--- config.mk ---
export PLATFORM = sky130hd
export DESIGN_NAME = quad_line_if_register_bank
export DESIGN_NICKNAME = d
export VERILOG_FILES = /design/src/logic/quad_line_if_pkg.sv /design/src/logic/alarm_flag_bank.sv /design/src/logic/quad_line_if_register_bank.sv
export VERILOG_INCLUDE_DIRS = /design/src /design/src/logic
export SDC_FILE = /design/constraint.sdc
export NUM_CORES = 1
export LEC_CHECK = 0
export BUFFER_PORTS_ARGS = -buffer_cell sky130_fd_sc_hd__buf_2
export CAP_MARGIN = 20
export CELL_PAD_IN_SITES_DETAIL_PLACEMENT = 1
export CELL_PAD_IN_SITES_GLOBAL_PLACEMENT = 1
export CORE_UTILIZATION = 25
export DETAILED_ROUTE_END_ITERATION = 8
export PLACE_DENSITY = 0.54
export SYNTH_ARGS = -nofsm -noshare
export SYNTH_HDL_FRONTEND = slang
export SYNTH_SLANG_ARGS = --single-unit
--- constraint.sdc ---
create_clock -name core_clk -period 7.35 [get_ports core_clk]
set_clock_uncertainty 0.05 [all_clocks]
set_input_delay 0.3675 -clock core_clk [delete_from_list [all_inputs] [get_ports core_clk]]
set_output_delay 0.3675 -clock core_clk [all_outputs]
set_load 0.01 [all_outputs]
--- src/logic/quad_line_if_regs.svh ---
// register offsets, field positions, reset values of the line interface bank
// assumes: included by bare name from the two modules
`ifndef QUAD_LINE_IF_REGS_SVH
`define QUAD_LINE_IF_REGS_SVH

// register offsets on the 4-bit address
`define QL_ADDR_ALARM_CH12    4'h0
`define QL_ADDR_ALARM_CH34    4'h1
`define QL_ADDR_SUPP_CH12     4'h2
`define QL_ADDR_SUPP_CH34     4'h3
`define QL_ADDR_GLOBAL_A      4'h4
`define QL_ADDR_GLOBAL_B      4'h5
`define QL_ADDR_CHAN1         4'h6
`define QL_ADDR_CHAN4         4'h9
`define QL_ADDR_CLEAR_A       4'hA
`define QL_ADDR_CLEAR_B       4'hB
`define QL_ADDR_RSVD_BASE     4'hC

// alarm order within each channel nibble
`define QL_ALM_ANALOG_LOSS    0
`define QL_ALM_DIGITAL_LOSS   1
`define QL_ALM_DRIVER_MON     2
`define QL_ALM_TXCLK_LOSS     3

// global control a fields
`define QL_GA_SUPPRESS        0
`define QL_GA_SOFT_RESET      1
`define QL_GA_LOSS_STD        2
`define QL_GA_TEST_PIN        3
`define QL_GA_FLOAT_LSB       4

// global control b fields
`define QL_GB_CLK_RECOVERY    0
`define QL_GB_RX_JITTER       1
`define QL_GB_TX_JITTER       2
`define QL_GB_ZERO_SUBST      3
`define QL_GB_RAIL_MODE       4
`define QL_GB_POLARITY        5
`define QL_GB_RX_EDGE         6
`define QL_GB_LOSS_SHUTDOWN   7

// channel configuration fields
`define QL_CC_POWER_OFF       0
`define QL_CC_SUPPRESS        1
`define QL_CC_ALL_ONES        2
`define QL_CC_LPBK_LSB        3
`define QL_CC_EQ_LSB          5

// reset values: suppress on, test pin function 0, all drivers floated
`define QL_GA_RESET           8'hF1
`define QL_REG_RESET          8'h00

`endif

--- src/logic/quad_line_if_pkg.sv ---
// types shared by the line interface register bank and its alarm flags
// assumes: offsets and fields come from quad_line_if_regs.svh
package quad_line_if_pkg;

    // host access sequencer; idle->read and idle->write each flip one bit
    typedef enum logic [1:0] {
        BUS_IDLE  = 2'b00,
        BUS_READ  = 2'b01,
        BUS_WRITE = 2'b10
    } bus_state_e;

    typedef struct packed {
        bus_state_e  bus;
        logic [3:0]  addr;
        logic [7:0]  rdData;
        logic        adOe;
        logic        rdy;
        logic        intr;
        logic [15:0] supp;
        logic [7:0]  ctrlA;
        logic [7:0]  ctrlB;
        logic [31:0] chanCfg;
        logic [15:0] mustClear;
    } bank_s;

    typedef struct packed {
        logic [15:0] flags;
    } flags_s;

endpackage

--- src/logic/alarm_flag_bank.sv ---
// sixteen sticky alarm flags, four per channel, cleared by a host read
// assumes: conditions are synchronous to core_clk; clear is a one-cycle mask
`timescale 1ns/1ps
`include "quad_line_if_regs.svh"

module alarm_flag_bank (
    input  wire logic        core_clk,
    input  wire logic        rst,
    input  wire logic        softReset,
    input  wire logic [15:0] alarmCond,
    input  wire logic [15:0] clearMask,
    output logic      [15:0] flags
);
    import quad_line_if_pkg::*;

    flags_s s;
    flags_s n;

    // a live condition always wins over the read clear, so it never drops
    always_comb begin
        n.flags = (s.flags & ~clearMask) | alarmCond;
        if (rst || softReset) begin
            n.flags = 16'h0000;
        end
    end

    always_ff @(posedge core_clk) begin
        s <= n;
    end

    assign flags = s.flags;
endmodule // alarm_flag_bank

--- src/logic/quad_line_if_register_bank.sv ---
// register bank of a four-channel line interface behind an 8-bit host port
// assumes: host pins already synchronous to core_clk; the testbench resolves
// the data bus wire from adOut and adOe
`timescale 1ns/1ps
`include "quad_line_if_regs.svh"

module quad_line_if_register_bank (
    input  wire logic                      core_clk,
    input  wire logic                      rst,
    input  wire logic                      csN,
    input  wire logic                      rdN,
    input  wire logic                      wrN,
    input  wire logic [3:0]                addr,
    input  wire logic [7:0]                adIn,
    output logic      [7:0]                adOut,
    output logic                           adOe,
    output logic                           rdy,
    output logic                           interrupt,
    input  wire logic [15:0]               alarmCond,
    output logic      [7:0]                globalControlA,
    output logic      [7:0]                globalControlB,
    output logic      [31:0]               channelConfig
);
    import quad_line_if_pkg::*;

    quad_line_if_pkg::bank_s s;
    quad_line_if_pkg::bank_s n;
    logic [15:0] alarmFlags;
    logic [15:0] clearMask;
    logic        readStart;
    logic        writeStart;

    // expand each channel's suppress bit over its four alarm flags
    function automatic logic [15:0] chanBlock(input logic [31:0] cfg);
        logic [15:0] m;
        m = 16'h0000;
        for (int c = 0; c < 4; c++) begin
            m[c*4 +: 4] = {4{cfg[c*8 + `QL_CC_SUPPRESS]}};
        end
        return m;
    endfunction

    // flags that may still raise the interrupt
    function automatic logic [15:0] liveAlarms(input logic [15:0] f,
                                               input bank_s b);
        logic [15:0] m;
        m = f & ~b.supp & ~chanBlock(b.chanCfg);
        if (b.ctrlA[`QL_GA_SUPPRESS]) begin
            m = 16'h0000;
        end
        return m;
    endfunction

    // read data for one address; reserved space reads as zero
    function automatic logic [7:0] readMux(input logic [3:0] a,
                                           input logic [15:0] f,
                                           input bank_s b);
        logic [7:0] d;
        d = 8'h00;
        case (a)
            `QL_ADDR_ALARM_CH12: d = f[7:0];
            `QL_ADDR_ALARM_CH34: d = f[15:8];
            `QL_ADDR_SUPP_CH12:  d = b.supp[7:0];
            `QL_ADDR_SUPP_CH34:  d = b.supp[15:8];
            `QL_ADDR_GLOBAL_A:   d = b.ctrlA;
            `QL_ADDR_GLOBAL_B:   d = b.ctrlB;
            4'h6, 4'h7, 4'h8, 4'h9: d = b.chanCfg[(a - `QL_ADDR_CHAN1)*8 +: 8];
            `QL_ADDR_CLEAR_A:    d = b.mustClear[7:0];
            `QL_ADDR_CLEAR_B:    d = b.mustClear[15:8];
            default:             d = 8'h00;
        endcase
        return d;
    endfunction

    assign readStart  = (s.bus == BUS_IDLE) && !csN && !rdN;
    assign writeStart = (s.bus == BUS_IDLE) && !csN && !wrN && rdN;

    // clear-on-read fires once, as the read strobe ends; only flags the
    // host actually saw are cleared, so an alarm rising mid-read survives
    always_comb begin
        clearMask = 16'h0000;
        if (s.bus == BUS_READ && (rdN || csN)) begin
            if (s.addr == `QL_ADDR_ALARM_CH12) begin
                clearMask = {8'h00, s.rdData};
            end else if (s.addr == `QL_ADDR_ALARM_CH34) begin
                clearMask = {s.rdData, 8'h00};
            end
        end
    end

    alarm_flag_bank flagBank (
        .core_clk  (core_clk),
        .rst       (rst),
        .softReset (s.ctrlA[`QL_GA_SOFT_RESET]),
        .alarmCond (alarmCond),
        .clearMask (clearMask),
        .flags     (alarmFlags)
    );

    // host access sequencer and register updates
    always_comb begin
        n = s;
        case (s.bus)
            BUS_IDLE: begin
                if (readStart) begin
                    n.bus    = BUS_READ;
                    n.addr   = addr;
                    n.rdData = readMux(addr, alarmFlags, s);
                    n.adOe   = 1'b1;
                    n.rdy    = 1'b1;
                end else if (writeStart) begin
                    n.bus  = BUS_WRITE;
                    n.addr = addr;
                    n.rdy  = 1'b1;
                    // alarm and reserved addresses fall to default: ignored
                    case (addr)
                        `QL_ADDR_SUPP_CH12: n.supp[7:0]  = adIn;
                        `QL_ADDR_SUPP_CH34: n.supp[15:8] = adIn;
                        `QL_ADDR_GLOBAL_A:  n.ctrlA = adIn;
                        `QL_ADDR_GLOBAL_B:  n.ctrlB = adIn;
                        4'h6, 4'h7, 4'h8, 4'h9:
                            n.chanCfg[(addr - `QL_ADDR_CHAN1)*8 +: 8] = adIn;
                        `QL_ADDR_CLEAR_A:   n.mustClear[7:0]  = adIn;
                        `QL_ADDR_CLEAR_B:   n.mustClear[15:8] = adIn;
                        default:            n.addr = addr;
                    endcase
                end
            end
            BUS_READ: begin
                if (rdN || csN) begin
                    n.bus  = BUS_IDLE;
                    n.adOe = 1'b0;
                    n.rdy  = 1'b0;
                end
            end
            BUS_WRITE: begin
                // one store per strobe; a held strobe does not rewrite
                if (wrN || csN) begin
                    n.bus = BUS_IDLE;
                    n.rdy = 1'b0;
                end
            end
            default: begin
                n.bus  = BUS_IDLE;
                n.adOe = 1'b0;
                n.rdy  = 1'b0;
            end
        endcase
        // soft reset holds the bank at reset values until software drops it
        if (n.ctrlA[`QL_GA_SOFT_RESET]) begin
            n.supp      = 16'h0000;
            n.ctrlB     = `QL_REG_RESET;
            n.chanCfg   = 32'h0000_0000;
            n.mustClear = 16'h0000;
            n.ctrlA     = `QL_GA_RESET;
            n.ctrlA[`QL_GA_SOFT_RESET] = 1'b1;
        end
        n.intr = |liveAlarms(alarmFlags, s);
        if (rst) begin
            n.bus       = BUS_IDLE;
            n.addr      = 4'h0;
            n.rdData    = 8'h00;
            n.adOe      = 1'b0;
            n.rdy       = 1'b0;
            n.intr      = 1'b0;
            n.supp      = 16'h0000;
            n.ctrlA     = `QL_GA_RESET;
            n.ctrlB     = `QL_REG_RESET;
            n.chanCfg   = 32'h0000_0000;
            n.mustClear = 16'h0000;
        end
    end

    always_ff @(posedge core_clk) begin
        s <= n;
    end

    // every output straight from the state register
    assign adOut          = s.rdData;
    assign adOe           = s.adOe;
    assign rdy            = s.rdy;
    assign interrupt      = s.intr;
    assign globalControlA = s.ctrlA;
    assign globalControlB = s.ctrlB;
    assign channelConfig  = s.chanCfg;
endmodule // quad_line_if_register_bank

# == Word level (Yosys, flattened, before mapping) ==
# Index checks and enable logic that the tools add are counted.
# classes
n_addsub,2
multipliers,0
div,0
order_cmp,0
n_eq_ne,18
n_shift,3
muxes,26
n_bitwise,9
n_reduce_logical,29
# op_table
operator,n
$mux 58,4
$pmux 8 s9,1
$mux 16,4
$and 16x16->16,3
$not 16->16,3
$neg 32->34,1
$shift 8x34->32 const A,1
$shiftx 8x34->32,1
$shiftx 32x33->8,1
$bwmux 32,1
$mux 32,1
$reduce_and 4->1,7
$mux 8,3
$eq 4x3->1 const B,4
$eq 4x4->1 const B,4
$or 16x16->16,1
$reduce_or 16->1,1
$mux 6,2
$eq 4x1->1 const B,2
$eq 4x2->1 const B,2
$logic_not 4->1,2
$mux 2,3
$pmux 1 s3,2
$pmux 2 s3,1
other kinds (17),32
# totals
register_bits,113
latch_bits,0
ram_bits,0
rom_bits,0
in_bits,33
output_inout_bits,59
wordCells,102
memories,0

# == Depth between registers and ports, before layout ==
# Gate-level depths: netlist (run 1).
# logic_depth
depth_word,9
mapped_depth,15
mapped_depth_nobuf,11

# == By module ==
# Synthesis (run 1) repeated with hierarchy kept, for this count alone.
# hier_totals
cells_unflattened,691
hier_area_um2,6100.9
# by_module_without_submodules
module,instances,cells_per_inst,area_each_um2,seq_area_each_um2
quad_line_if_register_bank,1,624,5457.7,1941.9
alarm_flag_bank,1,67,643.1,320.3

# == Worst setup path after synthesis (run 1) ==
# No wires, ideal clock.
# synth_timing
kind,input port to flip-flop
startpoint,input port addr[0]
endpoint,register with a tool-made name
setup_ns,0.120
arrival_ns,3.368
t_required_ns,7.180
path_slack_ns,3.812
path_stages,14
n_path_buf,5
path_cell_list,buf_2 > inv_1 > clkbuf_1 > ha_1 > buf_2 > buf_1 > nand2_1 > ha_1 > nand2_1 > or4_1 > or4_1 > buf_2 > o21ai_1 > a21oi_1
# synth_rtl
element,line_no,rtl
start: declaration,quad_line_if_register_bank.sv:13,"input wire logic [3:0] addr,"

==> results.md, run 1 <==
* Slowest stage delay, CP at around 840 ps
* Clock slew at reported path FFs at about 60 ps
* Tcrit/Tclk final at 49.6%
* RSZ-0062 raised after global routing: false
* CTS tree: yes
* Starting Density at 25.7%
* Slew Limit Headroom at 32.2%
* Vias at slightly below 5,000
* # rows at 55
* Reg-to-reg critical path startpoint: s[95]
* DR WL/cell at slightly below 20 um
* Grt ovf at 0
* Final Non-Filler Cells at 1,008
* F_max at 0.274 GHz
* CP Launch Type: input port
* Die Ht at around 160 um
* Critical path launch point: addr[0]
* Vias in the first global route at roughly 5,000
* Ant. Diodes at 0
* Worst-margin pin slew at between 1000 and 1500 ps
* Worst path slowest cell: ha_1
* Multi-input logic area at 2910 um2
* DRC at 0
* Crit Path Max Fanout at 23
* Post-placement cell area at between 6000 and 7000 um2
* Commonest non-fill, non-tap cells in the layout: 113 x dfxtp_1, 93 x nor2_1, 91 x buf_2, 75 x mux2i_1, 44 x a21oi_1
* Post-Synth Adder-Cell Area at approximately 2.9%
* CP delay by family, top: simple AND/OR/NAND/NOR gates
* Hold Startpoint: alarmCond[8]
* CP Cell Sequence: buf_2 -> inv_1 -> ha_1 -> nand3_1 -> ha_1 -> nor4b_1 -> and4_1 -> and4_1 -> mux2_2 -> nor2_1
* Post-Syn Area at roughly 5900 um2
* Synth Area in XOR/XNOR at 0.575%
* Hold-fix buffers at CTS at 0
* Final Hold Fails at 0
* Hold crit path type: input port to flip-flop
* Total Power at between 1.5 and 2 mW
* Status: complete, no violations
* Setup crit end kind: flip-flop
* WP data arrival at between 3000 and 4000 ps
* GRT Resource Usage Total at 16.8%
* Leak Pwr at around 2.9 nW
* Synth Area in Compound Gates at a little under an eighth
* Ys async rst share at 0%
* Vias per cell at around 4.8
* Starting DRT DRC Count at around 330
* CORE AREA at between 20,000 and 25,000 um2
* Initial antenna violation count at 0
* Sink Count at about 110
* Final-report max-slew violation count at 0
* Number of I/O pins at 92
* Final setup viols at 0
* Syn_nets at 715
* Register area share after synthesis at between 30% and 40%
* Syn. warnings at 0
* Synth Flop Type: dfxtp_1
* Post-CTS sizing at 0
* Yosys reg bits at between 100 and 150
* TritonCTS buffer count at 17
* Cell variety after synth at 54
* First-pass GRT wire length at roughly 30,000 um
* Layout cells sized above 1 at about a fifth
* HPWL Detailed at approximately 14,000 um
* Pin count of the biggest net entering global routing at 75
* Clock latency on the worst-skew pair at 430 ps
* Clk root buf: clkbuf_16
* Drt total wl at ~20,000 um
* Placed cell count at about 1,000
* Port bufs at 91
* Detail Route Antenna Nets at 0
* Filler instances at around 2,700
* Area delta synth->final at 13.8%
* Die X at 155 um
* Maximum clock insertion buffer count at 2
* Reg-to-reg slack, setup at 4680 ps
* Most common cell after layout, fill and taps aside: dfxtp_1
* Post-synthesis mux area share at 16.4%
* RD Place Congestion at 0.853
* Die ar. at around 24,000 um2
* First-pass DRT Iterations at 4
* CP required at 7650 ps
* Largest family of logic cells by synthesized area: simple AND/OR/NAND/NOR gates
* H-tree levels at 4
* Worst ir drop on vdd at about 0.13 mV
* Pwr/cell area at roughly 230 nW/um2
* Post-route cell area at around 6700 um2
* Post-Synth Simple-Gate Area at between 15 and 20%
* Nets@finish at ~730
* Post-CTS setup buffers at 0
* Synth Instances at between 600 and 700
* Max Cap Viol at 0
* Fin Setup TNS at 0 ps
* CP bufs+invs at 2
* Avg Inst Size Synth at 8.78 um2
* Tmin final at 3650 ps
* Critical setup path kind: input port to flip-flop
* Flip-flop and latch area at approximately 2300 um2
* Post-synth EDFFs at 0
[report_power, final]
group          internal (mW)  total, mW  switching [mW]
Combinational         0.0396      0.122          0.0824
Clock                  0.466      0.791           0.325
Sequential             0.623      0.635          0.0113
Total                   1.13       1.55           0.419
[cells by family (layout without fill, tap and decap cells)]
| family | count (synthesis) | in the layout |
|---|---|---|
| buf+inv | 125 | 151 |
| simple gates | 214 | 214 |
| compound gates | 114 | 114 |
| xor+xnor | 3 | 3 |
| flops | 113 | 113 |
| fa+ha+maj | 14 | 14 |
| mux | 86 | 86 |
[cells in the mapped netlist (2+ instances only)]
cell | instances | area share, %
a21o_1 | 2 | 0.26
a21oi_1 | 44 | 3.7
a221oi_1 | 5 | 0.75
a222oi_1 | 2 | 0.34
a22oi_1 | 14 | 1.8
and2_1 | 6 | 0.64
and3_1 | 6 | 0.64
and4_1 | 4 | 0.60
and4b_1 | 2 | 0.34
buf_1 | 3 | 0.19
buf_2 | 16 | 1.4
buf_4 | 58 | 7.4
clkbuf_1 | 20 | 1.3
dfxtp_1 | 113 | 38
ha_1 | 13 | 2.8
inv_1 | 26 | 1.7
mux2_1 | 2 | 0.38
mux2i_1 | 75 | 13
mux4_2 | 8 | 3.1
nand2_1 | 37 | 2.4
nand2b_1 | 5 | 0.53
nand3_1 | 18 | 1.5
nand4_1 | 6 | 0.64
nand4b_1 | 4 | 0.60
nor2_1 | 93 | 5.9
nor2b_1 | 4 | 0.43
nor3_1 | 8 | 0.68
nor3_2 | 2 | 0.34
nor4_1 | 2 | 0.21
nor4b_1 | 2 | 0.30
o21ai_0 | 16 | 1.4
o21ai_1 | 8 | 0.68
o22ai_1 | 18 | 1.9
or2_2 | 2 | 0.21
or3_1 | 4 | 0.43
or4_1 | 3 | 0.38
[through the flow]
step / hold slack [ps] / setup WS (ps) / util (%)
after floorplan: 401 / 3810 / -
after global placement: 417 / 3370 / 26.8
after detailed placement: 437 / 3250 / 26.8
after CTS: 86.5 / 3680 / 29.3
after global routing: 96.8 / 3400 / 29.3
final: 95.5 / 3700 / 29.3
[per-layer routing]
metal  share of wire [%]  vias to the layer above  GRT usage (%)
li1                    -                     2312              -
met1                  49                     2392           23.0
met2                  45                      120           26.1
met3                 4.7                       19           3.18
met4                 1.5                        0           6.54
met5                   0                        -              0
[area by class of cell]
type,count,share of cell area (%)
multi-input combinational,431,43.5
sequential,113,33.8
timing repair buffer,92,6.92
clock buffer,17,6.36
tap,313,5.86
clock inverter,15,2.00
inverter,27,1.52
[worst register-to-register path, cell delays in order, from the launching register on]
cell      delay, ps
dfxtp_1         360
nor4b_2         300
nand4b_1        560
mux2i_1         310
nand2b_2        110
buf_4           640
nor2_1          180
[worst paths after layout]
kind / depth (start not counted) / to
worst max-delay path: 10 / flip-flop
worst min-delay path: 3 / flagBank.flags[8]
worst max register to register: 6 / flip-flop
worst min register to register: 2 / s[13]
Note: power is estimated with default switching activity, not from simulation.
==> run 2: changes to the inputs <==
--- a/config.mk
+++ b/config.mk
@@ -12,7 +12,7 @@
 export CELL_PAD_IN_SITES_GLOBAL_PLACEMENT = 1
 export CORE_UTILIZATION = 25
 export DETAILED_ROUTE_END_ITERATION = 8
-export PLACE_DENSITY = 0.54
+export PLACE_DENSITY = 0.56
 export SYNTH_ARGS = -nofsm -noshare
 export SYNTH_HDL_FRONTEND = slang
 export SYNTH_SLANG_ARGS = --single-unit
==> constraint.sdc (replaced) <==
create_clock -name core_clk -period 3 [get_ports core_clk]
set_clock_uncertainty 0.05 [all_clocks]
set_input_delay 0.15 -clock core_clk [delete_from_list [all_inputs] [get_ports core_clk]]
set_output_delay 0.15 -clock core_clk [all_outputs]
set_load 0.01 [all_outputs]
==> run 2 against run 1 <==
Sequential share of layout area decreased by 1.8 points; via count rose by 0.99%; routed wire length grew 0.87%; final area increased by 5.7%; global-route usage barely moved; critical path type unchanged; largest cell class unchanged; highest routed layer unchanged.
==> results.md, run 2 (same netlist as run 1, synthesis figures left out) <==
* Sequential group share of total power at 38.9% (was 41.0%)
* Tcrit/Tclk final at a little over four fifths
* # rows at 55 (unchanged)
* Critical path launch point: addr[1] (was addr[0])
* Slew Limit Headroom at 41.6% (was 32.2%)
* Starting DRT DRC Count at 310 (was 328)
* Clk root buf: clkbuf_16 (unchanged)
* Total Power at 4.00 mW (was 1.55 mW)
* Starting Density at 25.7% (unchanged)
* DP Worst Slack at 38.3 ps (was 3250 ps)
* Commonest non-fill, non-tap cells in the layout: 113 x dfxtp_1, 93 x nor2_1, 91 x buf_2, 75 x mux2i_1, 44 x a21oi_1 (unchanged)
* Reg-to-reg slack, setup at 630 ps (was 4680 ps)
* Die Ht at 155 um (unchanged)
* Worst hold margin at 31.3 ps (was 95.5 ps)
* RSZ-0062 raised after global routing: false (unchanged)
* Clock slew at reported path FFs at 60 ps (about the same)
* Ant. Diodes at 0 (unchanged)
* DRC at 0 (unchanged)
* Worst path slowest cell: or4_1 (was ha_1)
* Setup ws final at 455 ps (was 3700 ps)
* Hold Path End: s[92] (was flagBank.flags[8])
* Hold Startpoint: addr[1] (was alarmCond[8])
* Worst-margin pin slew at 877 ps (was 1010 ps)
* F_max at slightly below 0.4 GHz
* Final Non-Filler Cells at 1,046 (was 1,008)
* H-tree levels at 4 (unchanged)
* Worst ir drop on vdd at 0.383 mV (was 0.128 mV)
* CTS tree: yes (unchanged)
* Layout cells sized above 1 at 22.4% (was 20.4%)
* Vias in the first global route at 4,985 (was 4,971)
* Initial antenna violation count at 0 (unchanged)
* CP bufs+invs at 1 (was 2)
* Hold-fix buffers at CTS at 17 (was 0)
* Most common cell after layout, fill and taps aside: dfxtp_1 (unchanged)
* Placed cell count at 997 (was 976)
* Leak Pwr at 3.11 nW (was 2.92 nW)
* Grt ovf at 0 (unchanged)
* Worst hold stages at 3 (unchanged)
* Final-report max-slew violation count at 0 (unchanged)
* Die X at 155 um (unchanged)
* Reg-to-reg critical path startpoint: s[95] (unchanged)
* First-pass DRT Iterations at 5 (was 4)
* Tmin final at roughly 2500 ps
* Pin count of the biggest net entering global routing at 75 (unchanged)
* Vias per cell at 4.68 (was 4.80)
* Detail Route Antenna Nets at 0 (unchanged)
* TritonCTS buffer count at 17 (unchanged)
* Max Cap Viol at 0 (unchanged)
* Post-CTS sizing at 0 (unchanged)
* Fin Setup TNS at 0 ps (unchanged)
* Vias at 4,891 (was 4,843)
* CP delay by family, top: simple AND/OR/NAND/NOR gates (unchanged)
* CORE AREA at 22,800 um2 (unchanged)
* CP required at 3220 ps (was 7650 ps)
* WP data arrival at 2760 ps (was 3950 ps)
* Number of I/O pins at 92 (unchanged)
* Reg2Reg Depth at 6 (unchanged)
* Net Sw Power at 1.03 mW (was 419 uW)
* Internal power at 2.97 mW (was 1.13 mW)
* Setup crit end kind: flip-flop (unchanged)
* CP Cell Sequence: buf_2 -> ha_1 -> xnor2_2 -> or3_1 -> ha_1 -> nand2_1 -> or4_1 -> or4_1 -> o21ai_1 -> a21oi_1 (was buf_2 -> inv_1 -> ha_1 -> nand3_1 -> ha_1 -> nor4b_1 -> and4_1 -> and4_1 -> mux2_2 -> nor2_1)
* Share of total power in the clock network at 52.6% (was 51.1%)
* First-pass GRT wire length at 30,100 um (was 30,200 um)
* Drt total wl at 19,600 um (was 19,400 um)
* Pwr/cell area at 565 nW/um2 (was 231 nW/um2)
* Nets@finish at 766 (was 728)
* Status: complete, no violations (unchanged)
* Post-CTS setup buffers at 0 (unchanged)
* Sink Count at 113 (unchanged)
* Net Sw Frac at 25.7% (was 27.0%)
* Maximum clock insertion buffer count at 2 (unchanged)
* Critical setup path kind: input port to flip-flop (unchanged)
* Final design utilization at 30.9% (was 29.3%)
* Final setup viols at 0 (unchanged)
* Logic pwr share at 8.5% (was 7.9%)
* Final Hold Fails at 0 (unchanged)
* RD Place Congestion at 0.836 (was 0.853)
* Post-route cell area at 7070 um2 (was 6690 um2)
* Die ar. at 24,100 um2 (unchanged)
* Crit Path Max Fanout at 8 (was 23)
* Clock latency on the worst-skew pair at 430 ps (about the same)
* CP Launch Type: input port (unchanged)
* Port bufs at 91 (unchanged)
* Slowest stage delay, CP at 600 ps (was 840 ps)
* HPWL Detailed at 14,300 um (about the same)
* Area delta synth->final at 20.3% (was 13.8%)
* Hold crit path type: input port to flip-flop (unchanged)
* DR WL/cell at 18.8 um (was 19.3 um)
* Post-placement cell area at 6290 um2 (was 6130 um2)
* GRT Resource Usage Total at 16.8% (about the same)
## run 2: area by class of cell
cell class,instances,area [um2]
multi-input combinational,431,2910
clock inverter,15,185
clock buffer,17,425
tap,313,392
sequential,113,2260
timing repair buffer,130,791
fill,2713,15800
inverter,27,101
## run 2: how the worst max path moves through the flow
stage          cells after the start  slack [ps]         to
2_1_floorplan                     14           6  flip-flop
3_3_place_gp                      10          90  flip-flop
3_5_place_dp                      10          40  flip-flop
4_1_cts                           11         450  flip-flop
5_1_grt                           12         270  flip-flop
6_report                          10         450  flip-flop
## run 2: power groups by stage
stage / combinational, mW / sequential, mW / clock [mW]
after floorplan: 0.205 / 1.57 / 0
after global placement: 0.325 / 1.58 / 0
after detailed placement: 0.326 / 1.58 / 0
after CTS: 0.345 / 1.55 / 2.15
after global routing: 0.375 / 1.56 / 2.21
final: 0.339 / 1.55 / 2.10
## run 2: tightest hold or removal path: stages
cell     delay (ps)
buf_2           150
mux2i_1          90
nor2_1           80
## run 2: metal layers
layer  global-route usage (%)  wire (um)  part of all wire (%)  vias to the layer above
met5                        0          0                     0                        -
met4                     5.70        267                   1.4                        0
met3                     3.26        847                   4.3                       18
met2                     26.0       8700                    44                      113
met1                     23.2       9800                    50                     2364
li1                         -          -                     -                     2396
